### src/brownout_pkg.sv
// Purpose: constants for the brown-out detector register and monitor block
// Assumes: 4-bit byte offsets on a plain register port, 8-bit data
// Notes:   no module here, shared by the block and its testbench
package brownout_pkg;
  // register offsets
  localparam logic [3:0] OFS_MODE_CTRL  = 4'h0;
  localparam logic [3:0] OFS_THRESH     = 4'h1;
  localparam logic [3:0] OFS_MON_THRESH = 4'h8;
  localparam logic [3:0] OFS_IRQ_CTRL   = 4'h9;
  localparam logic [3:0] OFS_IRQ_FLAGS  = 4'ha;
  localparam logic [3:0] OFS_MON_STATE  = 4'hb;
  // detector operating modes
  localparam logic [1:0] MODE_OFF       = 2'h0;
  localparam logic [1:0] MODE_CONT      = 2'h1;
  localparam logic [1:0] MODE_SAMPLED   = 2'h2;
  // monitor trigger codes
  localparam logic [1:0] TRIG_BELOW     = 2'h0;
  localparam logic [1:0] TRIG_ABOVE     = 2'h1;
  localparam logic [1:0] TRIG_CROSS     = 2'h2;
  // field positions
  localparam int         IE_BIT         = 0;
  localparam int         FLAG_BIT       = 0;
  localparam int         TRIG_LSB       = 1;
  localparam int         TRIG_MSB       = 2;
  // reset values and unlock window in cycles
  localparam logic [1:0] MON_OFS_RST    = 2'h0;
  localparam logic [1:0] TRIG_RST       = 2'h0;
  localparam logic [2:0] UNLOCK_CYCLES  = 3'h4;
  localparam logic [7:0] READ_ZERO      = 8'h00;
endpackage

### src/brownout_level_monitor_ctrl.sv
// Purpose: registers, sync and interrupt for the brown-out detector
//          and its early-warning level monitor
// Assumes: fuse values are stable while rst is high; unlock key and
//          sleep request come from logic on clk
// Notes:   comparator output is asynchronous and is synchronised here
//          reserved sleep code 3 runs the detector continuously, the
//          safer reading of a reserved code
//          the unlock window counts clk cycles, one per instruction
`timescale 1ns/10ps
module brownout_level_monitor_ctrl (
  // clock and reset
  input  wire logic       clk,
  input  wire logic       rst,
  // register port
  input  wire logic [3:0] addr,
  input  wire logic [7:0] wdata,
  input  wire logic       wr,
  input  wire logic       rd,
  output logic      [7:0] rdata,
  // fuse loader, sampled while rst is high
  input  wire logic [1:0] fuse_active_mode,
  input  wire logic [1:0] fuse_sleep_mode,
  input  wire logic       fuse_sampfreq,
  input  wire logic [2:0] fuse_level,
  // cpu side controls
  input  wire logic       unlock_key,
  input  wire logic       sleep_deep,
  // analog side
  input  wire logic       comp_below_async,
  input  wire logic       sample_tick,
  output logic      [1:0] detector_mode,
  output logic            detector_sampfreq,
  output logic      [2:0] detector_level,
  output logic      [1:0] monitor_offset,
  output logic            monitor_run,
  // interrupt
  output logic            irq
);

  // all state of the block
  typedef struct packed {
    logic [1:0] sleep_mode;
    logic [1:0] active_mode;
    logic       sampfreq;
    logic [2:0] level;
    logic [1:0] offset;
    logic [1:0] trig;
    logic       ie;
    logic       flag;
    logic       sync1;
    logic       sync2;
    logic       below;
    logic [2:0] unlock_cnt;
    logic [7:0] rdata;
  } state_s;

  state_s st;
  state_s next_st;

  // decode of the state and this cycle's inputs
  logic [1:0] eff_mode;
  logic       det_on;
  logic       det_cont;
  logic       take;
  logic       rise_below;
  logic       rise_above;
  logic       set_ev;
  logic       clr_ev;

  // mode in force follows the sleep state; reserved code 3 counts as
  // continuous so that a reserved code never silently disarms the detector
  always_comb begin
    eff_mode = sleep_deep ? st.sleep_mode
                          : st.active_mode;
    det_on   = (eff_mode != brownout_pkg::MODE_OFF);
    det_cont = det_on && (eff_mode != brownout_pkg::MODE_SAMPLED);
    // sampled detector only looks at the comparator on a sample
    take     = det_cont || (det_on && sample_tick);
  end

  // crossings of the monitor threshold seen at the update
  always_comb begin
    // both edges need take, so an idle detector never flags
    rise_below = take && st.sync2 && !st.below;
    rise_above = take && !st.sync2 && st.below;
    case (st.trig)
      brownout_pkg::TRIG_BELOW: set_ev = rise_below;
      brownout_pkg::TRIG_ABOVE: set_ev = rise_above;
      brownout_pkg::TRIG_CROSS: set_ev = rise_below || rise_above;
      default:                  set_ev = 1'b0; // reserved code is quiet
    endcase
    clr_ev = wr && (addr == brownout_pkg::OFS_IRQ_FLAGS)
                && wdata[brownout_pkg::FLAG_BIT];
  end

  // next state
  always_comb begin
    next_st = st;
    // two-stage synchroniser, first stage feeds only the second
    next_st.sync1 = comp_below_async;
    next_st.sync2 = st.sync1;
    // a sampled detector keeps its last reading between sample moments
    if (take) begin
      next_st.below = st.sync2;
    end
    // flag: set beats a write-one clear
    if (set_ev) begin
      next_st.flag = 1'b1;
    end else if (clr_ev) begin
      next_st.flag = 1'b0;
    end
    // unlock window counts down after the key
    // a second key reloads the full window even while one is open
    if (unlock_key) begin
      next_st.unlock_cnt = brownout_pkg::UNLOCK_CYCLES;
    end else if (st.unlock_cnt != 3'h0) begin
      next_st.unlock_cnt = st.unlock_cnt - 3'h1;
    end
    // register writes
    // offsets 1 and b are read-only and fall through to the default
    if (wr) begin
      case (addr)
        brownout_pkg::OFS_MODE_CTRL: begin
          if (st.unlock_cnt != 3'h0) begin
            next_st.sleep_mode = wdata[1:0];
            next_st.unlock_cnt = 3'h0;       // one write per key
          end
        end
        brownout_pkg::OFS_MON_THRESH: begin
          next_st.offset = wdata[1:0];
        end
        brownout_pkg::OFS_IRQ_CTRL: begin
          next_st.ie   = wdata[brownout_pkg::IE_BIT];
          next_st.trig = wdata[brownout_pkg::TRIG_MSB:
                               brownout_pkg::TRIG_LSB];
        end
        default: begin
        end
      endcase
    end
    // register reads, data in the following cycle
    // unmapped offsets and unused upper bits read as zero
    next_st.rdata = brownout_pkg::READ_ZERO;
    if (rd) begin
      case (addr)
        brownout_pkg::OFS_MODE_CTRL:
          next_st.rdata = {3'h0, st.sampfreq, st.active_mode,
                           st.sleep_mode};
        brownout_pkg::OFS_THRESH:
          next_st.rdata = {5'h00, st.level};
        brownout_pkg::OFS_MON_THRESH:
          next_st.rdata = {6'h00, st.offset};
        brownout_pkg::OFS_IRQ_CTRL:
          next_st.rdata = {5'h00, st.trig, st.ie};
        brownout_pkg::OFS_IRQ_FLAGS:
          next_st.rdata = {7'h00, st.flag};
        brownout_pkg::OFS_MON_STATE:
          next_st.rdata = {7'h00, st.below};
        default:
          next_st.rdata = brownout_pkg::READ_ZERO;
      endcase
    end
    // synchronous reset takes fuse values, not constants, for the modes
    if (rst) begin
      next_st             = '0;
      next_st.sleep_mode  = fuse_sleep_mode;
      next_st.active_mode = fuse_active_mode;
      next_st.sampfreq    = fuse_sampfreq;
      next_st.level       = fuse_level;
      next_st.offset      = brownout_pkg::MON_OFS_RST;
      next_st.trig        = brownout_pkg::TRIG_RST;
    end
  end

  // single state register
  always_ff @(posedge clk) begin
    st <= next_st;
  end

  // outputs, data from flip-flops except detector_mode and monitor_run, which also decode sleep_deep
  assign rdata             = st.rdata;
  assign detector_mode     = eff_mode;
  assign detector_sampfreq = st.sampfreq;
  assign detector_level    = st.level;
  assign monitor_offset    = st.offset;
  // monitor_run powers the level comparator only while it can matter
  assign monitor_run       = det_on && st.ie;
  // level request while enabled and flagged
  assign irq               = st.flag && st.ie;
endmodule

### config.mk
export PLATFORM = sky130hd
export DESIGN_NAME = brownout_level_monitor_ctrl
export DESIGN_NICKNAME = d
export VERILOG_FILES = /design/src/brownout_pkg.sv /design/src/brownout_level_monitor_ctrl.sv
export SDC_FILE = /design/constraint.sdc
export NUM_CORES = 1
export LEC_CHECK = 0
export BUFFER_PORTS_ARGS = -buffer_cell sky130_fd_sc_hd__buf_2
export CORE_MARGIN = 5
export CORE_UTILIZATION = 48
export CTS_CLUSTER_DIAMETER = 80
export DETAILED_ROUTE_END_ITERATION = 10
export PLACE_DENSITY = 0.78
export REMOVE_ABC_BUFFERS = 1
export SLEW_MARGIN = 5
export SYNTH_ARGS = -nofsm -noshare
export SYNTH_HDL_FRONTEND = slang
export SYNTH_SLANG_ARGS = --single-unit
### constraint.sdc
create_clock -name clk -period 2 [get_ports clk]
set_input_delay 0.3 -clock clk [delete_from_list [all_inputs] [get_ports clk]]
set_output_delay 0.3 -clock clk [all_outputs]
set_load 0.01 [all_outputs]
---- Yosys cells after proc, flatten, opt, wreduce, memory -nomap -nowiden ----
Index checks and enable logic that the tools add are counted.
cells by class
  add/subtract/negate cells ............... 1
  equality and inequality tests ........... 8
  muxes and demuxes ....................... 19
  bitwise logic cells ..................... 1
  reduce and logical (&&, ||, !) cells .... 26
operator list
  kind                   count
  $pmux W5 S6            1
  $mux W28               1
  $mux W3                6
  $eq A4 B4 Y1 const B   4
  $logic_and A1 B1 Y1    10
  $mux W2                5
  $mux W5                2
  $reduce_bool A2 Y1     5
  $eq A4 B1 Y1 const B   1
  $logic_not A4 Y1       1
  $reduce_and A2 Y1      2
  $mux W1                3
  $pmux W1 S3            1
  $reduce_and A3 Y1      1
  $reduce_bool A3 Y1     1
  $sub A3 B1 Y3 const B  1
  $eq A2 B1 Y1 const B   1
  $eq A2 B2 Y1 const B   1
  $logic_not A1 Y1       2
  $logic_not A2 Y1       1
  $logic_or A1 B1 Y1     2
  $ne A2 B2 Y1 const B   1
  $reduce_or A2 Y1       1
  $not A1 Y1             1
word-level totals
  bits in registers ....................... 28

---- Logic depth before layout (Yosys ltp) ----
Gate-level depths: netlist of run 1.
  depth in word-level cells ............... 10
  gate-level depth with buffers ........... 6
  gate-level depth less buffers ........... 6

---- Least setup slack after synthesis of run 1 ----
No wires, ideal clock.
  path type ............................... in2reg
  start ................................... input port addr[1]
  end ..................................... register st[26] in the netlist's numbering, enable pin
  arrival ................................. 1.214 ns
  data required time ...................... 1.685 ns
  slack ................................... 0.471 ns
  stages .................................. 4
  buffers on the path ..................... 1
  cells stage by stage .................... buf_4 > nand2b_1 > or3_4 > o21bai_1
on the way
  longest elaborated chain between the ends .. 3
RTL lines
  item                                 RTL line                            source
  from (decl)                          brownout_level_monitor_ctrl.sv:15   input wire logic [3:0] addr,
  $logic_not A4 Y1                     brownout_level_monitor_ctrl.sv:122  case (addr)
  $reduce_bool A2 Y1 (no source line)  -
  $reduce_and A3 Y1 (no source line)   -
  to (signal assigned)                 brownout_level_monitor_ctrl.sv:177  st <= next_st;
  to (decl)                            brownout_level_monitor_ctrl.sv:57   state_s st;
No other way between the ends.
A chain may end at the register's enable or synchronous reset.

---- Worst setup path after layout of run 1 ----
  start ................................... register st[27] in the netlist's numbering
  end ..................................... output port monitor_run
on the way
  longest elaborated chain between the ends .. 3
RTL lines
  item                 RTL line                            source
  $mux W2              brownout_level_monitor_ctrl.sv:73   eff_mode = sleep_deep ? st.sleep_mode
  $reduce_bool A2 Y1   brownout_level_monitor_ctrl.sv:75   det_on = (eff_mode != brownout_pkg::MODE_OFF);
  $logic_and A1 B1 Y1  brownout_level_monitor_ctrl.sv:187  assign monitor_run = det_on && st.ie;
  to (decl)            brownout_level_monitor_ctrl.sv:35   output logic monitor_run,
No other way between the ends.

==> flow_summary.html, run 1 <==
<table>
<tr><th>Metric</th><th>Value</th></tr>
<tr><th colspan="2">Setup path</th></tr>
<tr><td>R2R depth</td><td>4</td></tr>
<tr><td>Peak fanout along the critical path</td><td>3</td></tr>
<tr><td>Setup crit start</td><td>st[27]$_DFFE_PP_</td></tr>
<tr><td>Worst path cell trace</td><td>mux2_2, o21a_1, buf_2</td></tr>
<tr><td>Crit path max-delay family</td><td>flip-flops</td></tr>
<tr><td>R2R Path End</td><td>st[27]$_DFFE_PP_</td></tr>
<tr><td>Required @ worst endpoint</td><td>1.70 ns</td></tr>
<tr><td>Delay of the slowest cell on the worst path</td><td>0.44 ns</td></tr>
<tr><td>Nature of the critical path endpoint</td><td>primary output</td></tr>
<tr><td>Worst setup path class</td><td>reg2out</td></tr>
<tr><td>Worst path buffer plus inverter count</td><td>1</td></tr>
<tr><td>Startpoint of the most critical register-to-register path</td><td>st[8]$_SDFF_PP0_</td></tr>
<tr><td>Critical path's slowest cell</td><td>edfxtp_1</td></tr>
<tr><td>Critical path launch point type</td><td>register</td></tr>
<tr><td>Worst path arrival time</td><td>1.37 ns</td></tr>
<tr><td>Slack of the worst reg-to-reg path</td><td>0.63 ns</td></tr>
<tr><th colspan="2">CTS</th></tr>
<tr><td>Clock tree from TritonCTS</td><td>done</td></tr>
<tr><td>Post-CTS setup buffer count</td><td>0</td></tr>
<tr><td>Clk Latency, worst-skew pair</td><td>0.32 ns</td></tr>
<tr><td>Post-CTS Hold Buffers</td><td>0</td></tr>
<tr><td>Max H-tree Level</td><td>1</td></tr>
<tr><td>Maximum buffer depth of the clock tree</td><td>2</td></tr>
<tr><td>Total clock sinks</td><td>25</td></tr>
<tr><td>Number of buffers added by the clock tree synthesis step</td><td>3</td></tr>
<tr><td>Library cell used as clock root buffer</td><td>clkbuf_4</td></tr>
<tr><td>Clock Pin Slew Worst Setup and Hold Paths</td><td>0.13 ns</td></tr>
<tr><td>Count of instances resized after the clock tree is built</td><td>0</td></tr>
<tr><th colspan="2">Final layout</th></tr>
<tr><td>Ratio of cells with drive above 1 in the final layout</td><td>34.01%</td></tr>
<tr><td>Final cell count without fillers</td><td>177</td></tr>
<tr><td>Finished layout cell area</td><td>1401 sq um</td></tr>
<tr><td>Area used by multi-input combinational logic</td><td>559.3 sq um</td></tr>
<tr><td>Area occupied by registers</td><td>580.6 sq um</td></tr>
<tr><td>Number of nets in the finished design</td><td>178</td></tr>
<tr><td>Diode count</td><td>0</td></tr>
<tr><td>Fill cell total of the finished layout</td><td>228</td></tr>
<tr><td>Area growth from synthesis to layout</td><td>10.24%</td></tr>
<tr><td>Core utilization of the finished layout</td><td>56.06%</td></tr>
<tr><th colspan="2">Die</th></tr>
<tr><td>Full die area</td><td>3777 sq um</td></tr>
<tr><td>Width of the die</td><td>61.46 microns</td></tr>
<tr><td>Die Span Y</td><td>61.46 microns</td></tr>
<tr><td>Placeable core region</td><td>2500 sq um</td></tr>
<tr><td>Initial core utilization</td><td>50.85%</td></tr>
<tr><td>I/O pin count</td><td>46</td></tr>
<tr><td>Floorplan row count</td><td>18</td></tr>
<tr><th colspan="2">Timing</th></tr>
<tr><td>Count of endpoints failing hold in the final timing report</td><td>0</td></tr>
<tr><td>Total count of max-transition violations in the final report</td><td>0</td></tr>
<tr><td>Setup repair after global routing missed its margin</td><td>no</td></tr>
<tr><td>Final worst path period need</td><td>1.666 ns</td></tr>
<tr><td>Setup violation total in the final timing report</td><td>0</td></tr>
<tr><td>Maximum frequency from static timing analysis</td><td>600.1 MHz</td></tr>
<tr><td>Summed negative setup slack over all endpoints</td><td>0 ns</td></tr>
<tr><td>Layout Skew</td><td>0.002769 ns</td></tr>
<tr><td>Final worst path period share</td><td>83.32%</td></tr>
<tr><th colspan="2">Min path</th></tr>
<tr><td>Hold-critical path endpoint</td><td>st[24]$_DFFE_PP_</td></tr>
<tr><td>Beginning of the worst hold path</td><td>fuse_active_mode[0]</td></tr>
<tr><td>Classification of the worst-slack hold path</td><td>in2reg</td></tr>
<tr><td>Hold Crit Depth</td><td>1</td></tr>
<tr><th colspan="2">GRT</th></tr>
<tr><td>Maximum number of pins on one net before global-route repair</td><td>23</td></tr>
<tr><td>Wire length of the first global-routing pass</td><td>4064 microns</td></tr>
<tr><td>Total global-route track usage</td><td>14.61%</td></tr>
<tr><td>Via count of the first global-routing pass</td><td>920</td></tr>
<tr><td>Number of antenna violations at the first check in global routing</td><td>0</td></tr>
<tr><td>GR Overflow Total</td><td>0</td></tr>
<tr><th colspan="2">Synth</th></tr>
<tr><td>Number of flops mapped to enable cells by yosys</td><td>8</td></tr>
<tr><td>Most frequent cell after synthesis</td><td>dfxtp_1</td></tr>
<tr><td>Combined area of all synthesized cells</td><td>1271 sq um</td></tr>
<tr><td>Synth Area per Inst</td><td>10.51 sq um</td></tr>
<tr><td>Most used DFF post-synth</td><td>dfxtp_1</td></tr>
<tr><td>Async SR Flop Fraction</td><td>0%</td></tr>
<tr><td>Distinct cell type count after synthesis</td><td>37</td></tr>
<tr><td>Part of the Yosys area used for sequential elements</td><td>45.67%</td></tr>
<tr><td>Cells after synthesis</td><td>121</td></tr>
<tr><td>Largest cells by area after synthesis</td><td>dfxtp_1, edfxtp_1, buf_4</td></tr>
<tr><td>Most frequent cells after synthesis</td><td>dfxtp_1, buf_4, a21oi_1, edfxtp_1, nor2_1</td></tr>
<tr><td>Area share of the largest cell type after synthesis</td><td>26.77%</td></tr>
<tr><td>Synth Warn #</td><td>0</td></tr>
<tr><td>Flop and latch count out of synthesis</td><td>25</td></tr>
<tr><td>Area leader, netlist</td><td>dfxtp_1</td></tr>
<tr><th colspan="2">Placement</th></tr>
<tr><td>Placed cell area</td><td>1374 sq um</td></tr>
<tr><td>Number of buffers inserted by port buffering</td><td>37</td></tr>
<tr><td>RD Place Congestion</td><td>0.8787</td></tr>
<tr><td>Placed insts</td><td>173</td></tr>
<tr><td>Final HPWL DP</td><td>1931 microns</td></tr>
<tr><th colspan="2">Outcome</th></tr>
<tr><td>Status</td><td>finished clean</td></tr>
<tr><th colspan="2">Routing</th></tr>
<tr><td>Mean routed wirelength per cell</td><td>14.23 microns</td></tr>
<tr><td>Antenna-violating nets left</td><td>0</td></tr>
<tr><td>Number of vias per cell</td><td>5.249</td></tr>
<tr><td>Count of unresolved DRC violations after routing</td><td>0</td></tr>
<tr><td>DRC marker count from the first detailed-route iteration</td><td>35</td></tr>
<tr><td>WL final</td><td>2518 microns</td></tr>
<tr><td>Length of the first detailed-routing pass in iterations</td><td>4</td></tr>
<tr><td>Via total after detailed routing</td><td>929</td></tr>
<tr><th colspan="2">Flow run</th></tr>
<tr><td>Max-cap violations</td><td>0</td></tr>
<tr><th colspan="2">Power and ir drop</th></tr>
<tr><td>Total power of the final layout</td><td>933.4 uW</td></tr>
<tr><td>Power Density</td><td>666.1 nW/um^2</td></tr>
<tr><td>Maximum vdd drop</td><td>442.8 uV</td></tr>
<tr><td>Static Leak</td><td>0.5743 nW</td></tr>
</table>
-- registers in the layout, summed over array words and instances (netlist names) --
signal,flops
monitor_offset,2
detector_level,3
detector_sampfreq,1
st,14
rdata,5
-- cell usage in the layout, fill, tap and decap left out, types with 2 or more instances in the layout --
cell type / count
buf_2: 37
dfxtp_1: 17
nor2_1: 8
a21oi_1: 8
edfxtp_1: 8
nand2_1: 6
mux2i_1: 6
o21ai_0: 5
mux2_2: 4
nor2b_1: 4
inv_1: 3
and2_1: 3
nand2b_1: 3
nand3b_1: 3
conb_1: 3
clkbuf_4: 3
a211oi_1: 2
o31ai_1: 2
nor4_1: 2
nor3_1: 2
ha_1: 2
-- routing by layer --
layer,GRT usage (%),part of all wire (%),vias to the layer above
met5,0,0,-
met4,4.545,0.99,0
met3,4.193,8.5,4
met2,25.68,48,31
met1,17.16,43,428
li1,-,-,466
-- how the worst max path moves through the flow --
| stage | cells after the start | slack (ns) | to |
|---|---|---|---|
| after floorplan | 3 | 0.58 | st[26]$_DFFE_PP_ |
| after detailed placement | 4 | 0.34 | st[26]$_DFFE_PP_ |
| final | 3 | 0.33 | monitor_run |
| after global placement | 4 | 0.36 | st[27]$_DFFE_PP_ |
| after CTS | 3 | 0.32 | monitor_run |
| after global routing | 3 | 0.25 | monitor_run |
-- through the flow --
step	hold slack [ns]	worst slack [ns]
final	0.1458	0.3336
after floorplan	0.3691	0.5806
after global routing	0.1118	0.2528
after CTS	0.1363	0.3237
after detailed placement	0.4237	0.3351
after global placement	0.4183	0.3572
-- where the power goes --
group | switching [mW] | internal (mW)
Combinational | 0.0811 | 0.0681
Clock | 0.145 | 0.0749
Sequential | 0.0152 | 0.549
Total | 0.241 | 0.693
-- cells by family (layout without fill, tap and decap cells) --
| logic type | count (synthesis) | in the layout | synth area share (%) |
|---|---|---|---|
| and+or+nand+nor | 40 | 40 | 19.88 |
| DFF | 25 | 25 | 45.67 |
| AOI/OAI and AO/OA | 22 | 22 | 10.92 |
| buffers and inverters | 20 | 44 | 10.92 |
| muxes | 11 | 11 | 10.33 |
| adders and majority gates | 2 | 2 | 1.968 |
| other | 1 | 3 | 0.2950 |
-- final cells by class --
| type | count | share of cell area, % |
|---|---|---|
| clock buffer | 3 | 1.607 |
| multi-input combinational | 78 | 39.91 |
| inverter | 3 | 0.8036 |
| clock inverter | 1 | 0.3571 |
| sequential | 25 | 41.43 |
| timing repair buffer | 37 | 13.21 |
| tap | 30 | 2.679 |
-- worst register-to-register path, delay by kind of cell (launching register included) --
family / cells / cell delay [ns]
buf+inv: 1 / 0.07
simple gates: 1 / 0.19
compound gates: 1 / 0.22
flops: 1 / 0.38
fa+ha+maj: 1 / 0.22
Note: power is estimated with default switching activity, not from simulation.
==> run 2, diff against run 1 <==
==> constraint.sdc (replaced) <==
create_clock -name clk -period 1.7 [get_ports clk]
set_input_delay 0.255 -clock clk [delete_from_list [all_inputs] [get_ports clk]]
set_output_delay 0.255 -clock clk [all_outputs]
set_load 0.01 [all_outputs]
==> run 2 against run 1 <==
Against the previous run: routed wire length grew 2.5%; hold slack lost 0.054 ns; worst setup slack lost 0.27 ns; global-route usage grew 0.12 points; register-to-register slack lost 0.33 ns; sequential power grew 18%; largest power group unchanged.
==> flow_summary.html, run 2 (synthesis gave the netlist of run 1 again) <==
<table>
<tr><th>Metric</th><th>Value</th></tr>
<tr><th colspan="2">Outcome</th></tr>
<tr><td>Status</td><td>finished clean (unchanged)</td></tr>
<tr><th colspan="2">Timing</th></tr>
<tr><td>Setup repair after global routing missed its margin</td><td>no (unchanged)</td></tr>
<tr><td>Summed negative setup slack over all endpoints</td><td>0 ns (unchanged)</td></tr>
<tr><td>Setup violation total in the final timing report</td><td>0 (unchanged)</td></tr>
<tr><td>Count of endpoints failing hold in the final timing report</td><td>0 (unchanged)</td></tr>
<tr><td>Final worst path period need</td><td>1.634 ns</td></tr>
<tr><td>Maximum frequency from static timing analysis</td><td>612.1 MHz</td></tr>
<tr><td>Final worst path period share</td><td>96.11%</td></tr>
<tr><td>Worst Slack Setup Final</td><td>0.06620 ns (was 0.3336 ns)</td></tr>
<tr><td>Layout Skew</td><td>0.008676 ns (was 0.002769 ns)</td></tr>
<tr><td>Fin Hold WS</td><td>0.09182 ns (was 0.1458 ns)</td></tr>
<tr><td>Total count of max-transition violations in the final report</td><td>0 (unchanged)</td></tr>
<tr><th colspan="2">Setup path</th></tr>
<tr><td>Worst setup path class</td><td>reg2out (unchanged)</td></tr>
<tr><td>Worst path arrival time</td><td>1.38 ns (was 1.37 ns)</td></tr>
<tr><td>Peak fanout along the critical path</td><td>3 (unchanged)</td></tr>
<tr><td>Nature of the critical path endpoint</td><td>primary output (unchanged)</td></tr>
<tr><td>Critical path launch point type</td><td>register (unchanged)</td></tr>
<tr><td>Required @ worst endpoint</td><td>1.44 ns (was 1.70 ns)</td></tr>
<tr><th colspan="2">GRT</th></tr>
<tr><td>GR Overflow Total</td><td>0 (unchanged)</td></tr>
<tr><td>Number of antenna violations at the first check in global routing</td><td>0 (unchanged)</td></tr>
<tr><td>Total global-route track usage</td><td>14.73% (was 14.61%)</td></tr>
<tr><td>Maximum number of pins on one net before global-route repair</td><td>18 (was 23)</td></tr>
<tr><td>Via count of the first global-routing pass</td><td>929 (was 920)</td></tr>
<tr><td>Wire length of the first global-routing pass</td><td>4077 microns (was 4064 microns)</td></tr>
<tr><th colspan="2">Routing</th></tr>
<tr><td>WL final</td><td>2582 microns (was 2518 microns)</td></tr>
<tr><td>Length of the first detailed-routing pass in iterations</td><td>4 (unchanged)</td></tr>
<tr><td>Number of vias per cell</td><td>5.376 (was 5.249)</td></tr>
<tr><td>Via total after detailed routing</td><td>973 (was 929)</td></tr>
<tr><td>Count of unresolved DRC violations after routing</td><td>0 (unchanged)</td></tr>
<tr><td>Mean routed wirelength per cell</td><td>14.27 microns (was 14.23 microns)</td></tr>
<tr><td>DRC marker count from the first detailed-route iteration</td><td>20 (was 35)</td></tr>
<tr><td>Antenna-violating nets left</td><td>0 (unchanged)</td></tr>
<tr><th colspan="2">Power and ir drop</th></tr>
<tr><td>Relative contribution of combinational cells to total power</td><td>16.5% (was 16.0%)</td></tr>
<tr><td>Sequential group share of total power</td><td>59.0% (was 60.5%)</td></tr>
<tr><td>Static Leak</td><td>0.5938 nW (was 0.5743 nW)</td></tr>
<tr><td>Power Density</td><td>787.3 nW/um^2 (was 666.1 nW/um^2)</td></tr>
<tr><td>Internal power</td><td>824.4 uW (was 692.5 uW)</td></tr>
<tr><td>Part of the power in the clock network</td><td>24.5% (was 23.5%)</td></tr>
<tr><td>Maximum vdd drop</td><td>524.7 uV (was 442.8 uV)</td></tr>
<tr><td>Switching component of the power</td><td>303.6 uW (was 240.9 uW)</td></tr>
<tr><td>Net switching share of the total power</td><td>26.91% (was 25.81%)</td></tr>
<tr><th colspan="2">Final layout</th></tr>
<tr><td>Area growth from synthesis to layout</td><td>12.70% (was 10.24%)</td></tr>
<tr><td>Finished layout cell area</td><td>1433 sq um (was 1401 sq um)</td></tr>
<tr><td>Number of flip-flops in the largest register</td><td>14 (unchanged)</td></tr>
<tr><td>Ratio of cells with drive above 1 in the final layout</td><td>35.76% (was 34.01%)</td></tr>
<tr><td>Largest reg by FF count</td><td>st (unchanged)</td></tr>
<tr><td>Diode count</td><td>0 (unchanged)</td></tr>
<tr><td>Most common cell after layout, fill and taps aside</td><td>buf_2 (unchanged)</td></tr>
<tr><td>Commonest non-fill, non-tap cells in the layout</td><td>buf_2, dfxtp_1, nor2_1, a21oi_1, edfxtp_1 (unchanged)</td></tr>
<tr><td>Core utilization of the finished layout</td><td>57.31% (was 56.06%)</td></tr>
<tr><td>Number of nets in the finished design</td><td>182 (was 178)</td></tr>
<tr><th colspan="2">Placement</th></tr>
<tr><td>Placed cell area</td><td>1404 sq um (was 1374 sq um)</td></tr>
<tr><td>Final HPWL DP</td><td>2030 microns (was 1931 microns)</td></tr>
<tr><td>Worst-case setup slack after placement</td><td>0.1377 ns (was 0.3351 ns)</td></tr>
<tr><td>RD Place Congestion</td><td>0.8475 (was 0.8787)</td></tr>
<tr><td>Number of buffers inserted by port buffering</td><td>37 (unchanged)</td></tr>
<tr><th colspan="2">Die</th></tr>
<tr><td>Initial core utilization</td><td>50.85% (unchanged)</td></tr>
<tr><td>Die Span Y</td><td>61.46 microns (unchanged)</td></tr>
<tr><td>Width of the die</td><td>61.46 microns (unchanged)</td></tr>
<tr><td>Placeable core region</td><td>2500 sq um (unchanged)</td></tr>
<tr><td>Full die area</td><td>3777 sq um (unchanged)</td></tr>
<tr><td>Floorplan row count</td><td>18 (unchanged)</td></tr>
<tr><td>I/O pin count</td><td>46 (unchanged)</td></tr>
<tr><th colspan="2">CTS</th></tr>
<tr><td>Post-CTS setup buffer count</td><td>0 (unchanged)</td></tr>
<tr><td>Clock Pin Slew Worst Setup and Hold Paths</td><td>0.15 ns (was 0.13 ns)</td></tr>
<tr><td>Number of buffers added by the clock tree synthesis step</td><td>3 (unchanged)</td></tr>
<tr><td>Library cell used as clock root buffer</td><td>clkbuf_4 (unchanged)</td></tr>
<tr><td>Max H-tree Level</td><td>1 (unchanged)</td></tr>
<tr><td>Total clock sinks</td><td>25 (unchanged)</td></tr>
<tr><td>Post-CTS Hold Buffers</td><td>0 (unchanged)</td></tr>
<tr><td>Clk Latency, worst-skew pair</td><td>0.32 ns (about the same)</td></tr>
<tr><td>Maximum buffer depth of the clock tree</td><td>2 (unchanged)</td></tr>
<tr><td>Count of instances resized after the clock tree is built</td><td>0 (unchanged)</td></tr>
<tr><td>Clock tree from TritonCTS</td><td>done (unchanged)</td></tr>
<tr><th colspan="2">Flow run</th></tr>
<tr><td>Max-cap violations</td><td>0 (unchanged)</td></tr>
<tr><th colspan="2">Min path</th></tr>
<tr><td>Classification of the worst-slack hold path</td><td>in2reg (unchanged)</td></tr>
</table>
run 2: cell types whose count changed in the layout (fill, tap and decap cells not counted), sizes merged:
cell / delta
inv: +1
buf: +4
clkinv: -1
run 2: final timing paths:
| check | slack [ns] | from | cells after the start | end |
|---|---|---|---|---|
| setup / recovery | 0.07 | st[26]$_DFFE_PP_ | 3 | monitor_run |
| hold / removal | 0.09 | fuse_level[1] | 1 | detector_level[1]$_DFFE_PP_ |
| setup reg to reg | 0.30 | st[9]$_SDFF_PP0_ | 4 | st[27]$_DFFE_PP_ |
| hold reg to reg | 0.47 | st[13]$_SDFF_PP0_ | 1 | st[12]$_SDFF_PP0_ |
run 2: power by group through the flow:
stage | Clock, mW | Combinational [mW] | Sequential (mW)
after floorplan | 0 | 0.0941 | 0.678
after global placement | 0 | 0.176 | 0.677
after detailed placement | 0 | 0.184 | 0.678
after CTS | 0.288 | 0.186 | 0.665
after global routing | 0.320 | 0.205 | 0.669
final | 0.277 | 0.186 | 0.665
run 2: per-stage QoR:
stage               cells  total power, mW
floorplan             106           0.7722
global placement      177           0.8531
detailed placement    177           0.8626
CTS                   181            1.139
global route          181            1.195
finish                181            1.128
run 2: final cells by class:
type / count / area [sq um]
fill: 216 / 1067
sequential: 25 / 580.6
multi-input combinational: 78 / 559.3
timing repair buffer: 41 / 215.2
tap: 30 / 37.54
clock buffer: 3 / 22.52
inverter: 3 / 11.26
clock inverter: 1 / 6.256
run 2: metal layers:
layer	wire (microns)	vias to the layer above	GRT usage, %
li1	-	478	-
met1	1064	459	17.78
met2	1260	34	25.08
met3	234	2	3.983
met4	22	0	5.455
met5	0	-	0
run 2: critical path: stages, from the launching register on:
cell      delay, ns
edfxtp_1       0.46
mux2_2         0.30
o21a_1         0.16
buf_2          0.13
==> run 3, diff against run 2 <==
--- a/config.mk
+++ b/config.mk
@@ -10,6 +10,7 @@
 export CORE_UTILIZATION = 48
 export CTS_CLUSTER_DIAMETER = 80
 export DETAILED_ROUTE_END_ITERATION = 10
+export HOLD_SLACK_MARGIN = 0.12
 export PLACE_DENSITY = 0.78
 export REMOVE_ABC_BUFFERS = 1
 export SLEW_MARGIN = 5
==> run 3 against run 2 <==
Against the previous run: final area increased by 4.9%; via count increased by 3.1%; register-to-register slack about the same; flip-flop and latch count unchanged; sequential share of layout area decreased by 1.9 points; non-clock buffer count increased by 7; count of clock-buffer cells in the layout unchanged; clock power about the same; global-route usage increased by 0.56 points; largest cell class unchanged; largest power group unchanged; highest routed layer unchanged.
==> flow_summary.html, run 3 (synthesis gave the netlist of run 1 again) <==
<table>
<tr><th>Metric</th><th>Value</th></tr>
<tr><th colspan="2">Outcome</th></tr>
<tr><td>Status</td><td>finished clean (unchanged)</td></tr>
<tr><th colspan="2">Power and ir drop</th></tr>
<tr><td>Part of the power in the clock network</td><td>24.3% (was 24.5%)</td></tr>
<tr><td>Relative contribution of combinational cells to total power</td><td>17.4% (was 16.5%)</td></tr>
<tr><td>Static Leak</td><td>0.6230 nW (was 0.5938 nW)</td></tr>
<tr><td>Total power of the final layout</td><td>1.140 mW (was 1.128 mW)</td></tr>
<tr><td>Net switching share of the total power</td><td>26.79% (was 26.91%)</td></tr>
<tr><td>Power Density</td><td>758.8 nW/um^2 (was 787.3 nW/um^2)</td></tr>
<tr><td>Sequential group share of total power</td><td>58.3% (was 59.0%)</td></tr>
<tr><td>Switching component of the power</td><td>305.5 uW (was 303.6 uW)</td></tr>
<tr><td>Internal power</td><td>834.8 uW (was 824.4 uW)</td></tr>
<tr><td>Maximum vdd drop</td><td>523.8 uV (was 524.7 uV)</td></tr>
<tr><th colspan="2">Setup path</th></tr>
<tr><td>Critical path launch point type</td><td>register (unchanged)</td></tr>
<tr><td>Worst path arrival time</td><td>1.39 ns (was 1.38 ns)</td></tr>
<tr><td>Required @ worst endpoint</td><td>1.44 ns (about the same)</td></tr>
<tr><td>R2R Path End</td><td>st[27]$_DFFE_PP_ (unchanged)</td></tr>
<tr><td>Delay of the slowest cell on the worst path</td><td>0.45 ns (was 0.46 ns)</td></tr>
<tr><td>Worst setup path class</td><td>reg2out (unchanged)</td></tr>
<tr><td>Slack of the worst reg-to-reg path</td><td>0.30 ns (about the same)</td></tr>
<tr><td>Worst path buffer plus inverter count</td><td>1 (unchanged)</td></tr>
<tr><td>Worst path cell trace</td><td>mux2_2, o21a_1, buf_2 (unchanged)</td></tr>
<tr><td>R2R depth</td><td>4 (unchanged)</td></tr>
<tr><td>Nature of the critical path endpoint</td><td>primary output (unchanged)</td></tr>
<tr><td>Crit path max-delay family</td><td>flip-flops (unchanged)</td></tr>
<tr><td>Startpoint of the most critical register-to-register path</td><td>st[9]$_SDFF_PP0_ (unchanged)</td></tr>
<tr><td>Peak fanout along the critical path</td><td>3 (unchanged)</td></tr>
<tr><td>Critical path's slowest cell</td><td>edfxtp_1 (unchanged)</td></tr>
<tr><th colspan="2">Die</th></tr>
<tr><td>Initial core utilization</td><td>50.85% (unchanged)</td></tr>
<tr><td>Floorplan row count</td><td>18 (unchanged)</td></tr>
<tr><td>Die Span Y</td><td>61.46 microns (unchanged)</td></tr>
<tr><td>Width of the die</td><td>61.46 microns (unchanged)</td></tr>
<tr><td>Full die area</td><td>3777 sq um (unchanged)</td></tr>
<tr><td>Placeable core region</td><td>2500 sq um (unchanged)</td></tr>
<tr><td>I/O pin count</td><td>46 (unchanged)</td></tr>
<tr><th colspan="2">Placement</th></tr>
<tr><td>Placed insts</td><td>177 (unchanged)</td></tr>
<tr><td>Worst-case setup slack after placement</td><td>0.1377 ns (unchanged)</td></tr>
<tr><td>Number of buffers inserted by port buffering</td><td>37 (unchanged)</td></tr>
<tr><td>RD Place Congestion</td><td>0.8475 (unchanged)</td></tr>
<tr><td>Final HPWL DP</td><td>2030 microns (unchanged)</td></tr>
<tr><th colspan="2">Final layout</th></tr>
<tr><td>Most common cell after layout, fill and taps aside</td><td>buf_2 (unchanged)</td></tr>
<tr><td>Area growth from synthesis to layout</td><td>18.21% (was 12.70%)</td></tr>
<tr><td>Number of flip-flops in the largest register</td><td>14 (unchanged)</td></tr>
<tr><td>Ratio of cells with drive above 1 in the final layout</td><td>34.18% (was 35.76%)</td></tr>
<tr><td>Number of nets in the finished design</td><td>189 (was 182)</td></tr>
<tr><td>Fill cell total of the finished layout</td><td>211 (was 216)</td></tr>
<tr><td>Diode count</td><td>0 (unchanged)</td></tr>
<tr><td>Commonest non-fill, non-tap cells in the layout</td><td>buf_2, dfxtp_1, nor2_1, a21oi_1, edfxtp_1 (unchanged)</td></tr>
<tr><td>Final cell count without fillers</td><td>188 (was 181)</td></tr>
<tr><td>Largest reg by FF count</td><td>st (unchanged)</td></tr>
<tr><th colspan="2">CTS</th></tr>
<tr><td>Library cell used as clock root buffer</td><td>clkbuf_4 (unchanged)</td></tr>
<tr><td>Clock tree from TritonCTS</td><td>done (unchanged)</td></tr>
<tr><td>Number of buffers added by the clock tree synthesis step</td><td>3 (unchanged)</td></tr>
<tr><td>Max H-tree Level</td><td>1 (unchanged)</td></tr>
<tr><td>Total clock sinks</td><td>25 (unchanged)</td></tr>
<tr><td>Clk Latency, worst-skew pair</td><td>0.33 ns (was 0.32 ns)</td></tr>
<tr><td>Count of instances resized after the clock tree is built</td><td>0 (unchanged)</td></tr>
<tr><td>Clock Pin Slew Worst Setup and Hold Paths</td><td>0.15 ns (about the same)</td></tr>
<tr><td>Maximum buffer depth of the clock tree</td><td>2 (unchanged)</td></tr>
<tr><th colspan="2">GRT</th></tr>
<tr><td>Total global-route track usage</td><td>15.29% (was 14.73%)</td></tr>
<tr><td>Wire length of the first global-routing pass</td><td>4243 microns (was 4077 microns)</td></tr>
<tr><td>Number of antenna violations at the first check in global routing</td><td>0 (unchanged)</td></tr>
<tr><td>Via count of the first global-routing pass</td><td>970 (was 929)</td></tr>
<tr><td>Maximum number of pins on one net before global-route repair</td><td>18 (unchanged)</td></tr>
<tr><td>GR Overflow Total</td><td>0 (unchanged)</td></tr>
<tr><th colspan="2">Timing</th></tr>
<tr><td>Worst Slack Setup Final</td><td>0.05275 ns (was 0.06620 ns)</td></tr>
<tr><td>Setup violation total in the final timing report</td><td>0 (unchanged)</td></tr>
<tr><td>Final worst path period share</td><td>96.90% (was 96.11%)</td></tr>
<tr><td>Fin Hold WS</td><td>0.1295 ns (was 0.09182 ns)</td></tr>
<tr><td>Setup repair after global routing missed its margin</td><td>no (unchanged)</td></tr>
<tr><td>Layout Skew</td><td>0.009305 ns (was 0.008676 ns)</td></tr>
<tr><td>Summed negative setup slack over all endpoints</td><td>0 ns (unchanged)</td></tr>
<tr><td>Maximum frequency from static timing analysis</td><td>607.1 MHz (was 612.1 MHz)</td></tr>
<tr><td>Final worst path period need</td><td>1.647 ns (was 1.634 ns)</td></tr>
<tr><td>Total count of max-transition violations in the final report</td><td>0 (unchanged)</td></tr>
<tr><td>Count of endpoints failing hold in the final timing report</td><td>0 (unchanged)</td></tr>
<tr><th colspan="2">Routing</th></tr>
<tr><td>Via total after detailed routing</td><td>1003 (was 973)</td></tr>
<tr><td>DRC marker count from the first detailed-route iteration</td><td>24 (was 20)</td></tr>
<tr><td>Number of vias per cell</td><td>5.335 (was 5.376)</td></tr>
<tr><td>Antenna-violating nets left</td><td>0 (unchanged)</td></tr>
<tr><td>Length of the first detailed-routing pass in iterations</td><td>5 (was 4)</td></tr>
<tr><td>Count of unresolved DRC violations after routing</td><td>0 (unchanged)</td></tr>
<tr><td>Mean routed wirelength per cell</td><td>14.16 microns (was 14.27 microns)</td></tr>
<tr><td>WL final</td><td>2663 microns (was 2582 microns)</td></tr>
<tr><th colspan="2">Min path</th></tr>
<tr><td>Hold Crit Depth</td><td>2 (was 1)</td></tr>
<tr><td>Classification of the worst-slack hold path</td><td>in2reg (unchanged)</td></tr>
<tr><td>Hold-critical path endpoint</td><td>st[13]$_SDFF_PP0_ (was detector_level[1]$_DFFE_PP_)</td></tr>
<tr><td>Beginning of the worst hold path</td><td>comp_below_async (was fuse_level[1])</td></tr>
<tr><th colspan="2">Flow run</th></tr>
<tr><td>Max-cap violations</td><td>0 (unchanged)</td></tr>
</table>
[run 3: changes by cell type in the layout (fill, tap and decap cells not counted), sizes merged]
cell         previous run  this run
dlygate4sd3             0         7
[run 3: through the flow]
stage               cell area [sq um]  util (%)
finish                           1503     60.11
global route                     1503     60.11
CTS                              1503     60.11
detailed placement               1404     56.16
global placement                 1404     56.16
floorplan                        1151         -
[run 3: worst max-delay path by stage]
stage / startpoint / to / slack [ns] / depth (start not counted)
after floorplan: addr[2] / st[26]$_DFFE_PP_ / 0.33 / 3
after global placement: addr[2] / st[26]$_DFFE_PP_ / 0.18 / 4
after detailed placement: addr[2] / st[26]$_DFFE_PP_ / 0.14 / 4
after CTS: st[26]$_DFFE_PP_ / monitor_run / 0.06 / 3
after global routing: st[26]$_DFFE_PP_ / monitor_run / 0.004 / 3
final: st[26]$_DFFE_PP_ / monitor_run / 0.05 / 3
[run 3: power groups by stage]
stage / clock network, mW / logic (mW) / registers (mW)
floorplan: 0 / 0.0941 / 0.678
global placement: 0 / 0.176 / 0.677
detailed placement: 0 / 0.184 / 0.678
CTS: 0.288 / 0.198 / 0.665
global route: 0.316 / 0.219 / 0.669
finish: 0.277 / 0.198 / 0.665
[run 3: per-layer routing]
metal	global-route usage [%]	share of wire, %	up-vias
met2	26.89	50	39
li1	-	-	492
met3	3.983	9.8	2
met4	5.455	0.83	0
met1	17.91	40	470
met5	0	0	-
[run 3: area by class of cell]
cell class / instances / area, sq um / area share [%]
Sequential cell: 25 / 580.6 / 38.63
Multi-Input combinational cell: 78 / 559.3 / 37.22
Timing Repair Buffer: 48 / 285.3 / 18.98
Tap cell: 30 / 37.54 / 2.498
Clock buffer: 3 / 22.52 / 1.499
Inverter: 3 / 11.26 / 0.7494
Clock inverter: 1 / 6.256 / 0.4163
[run 3: repair_timing]
item	CTS	global route
hold buffers	7	0
hold endpoints to repair	7	0
setup buffers	0	0
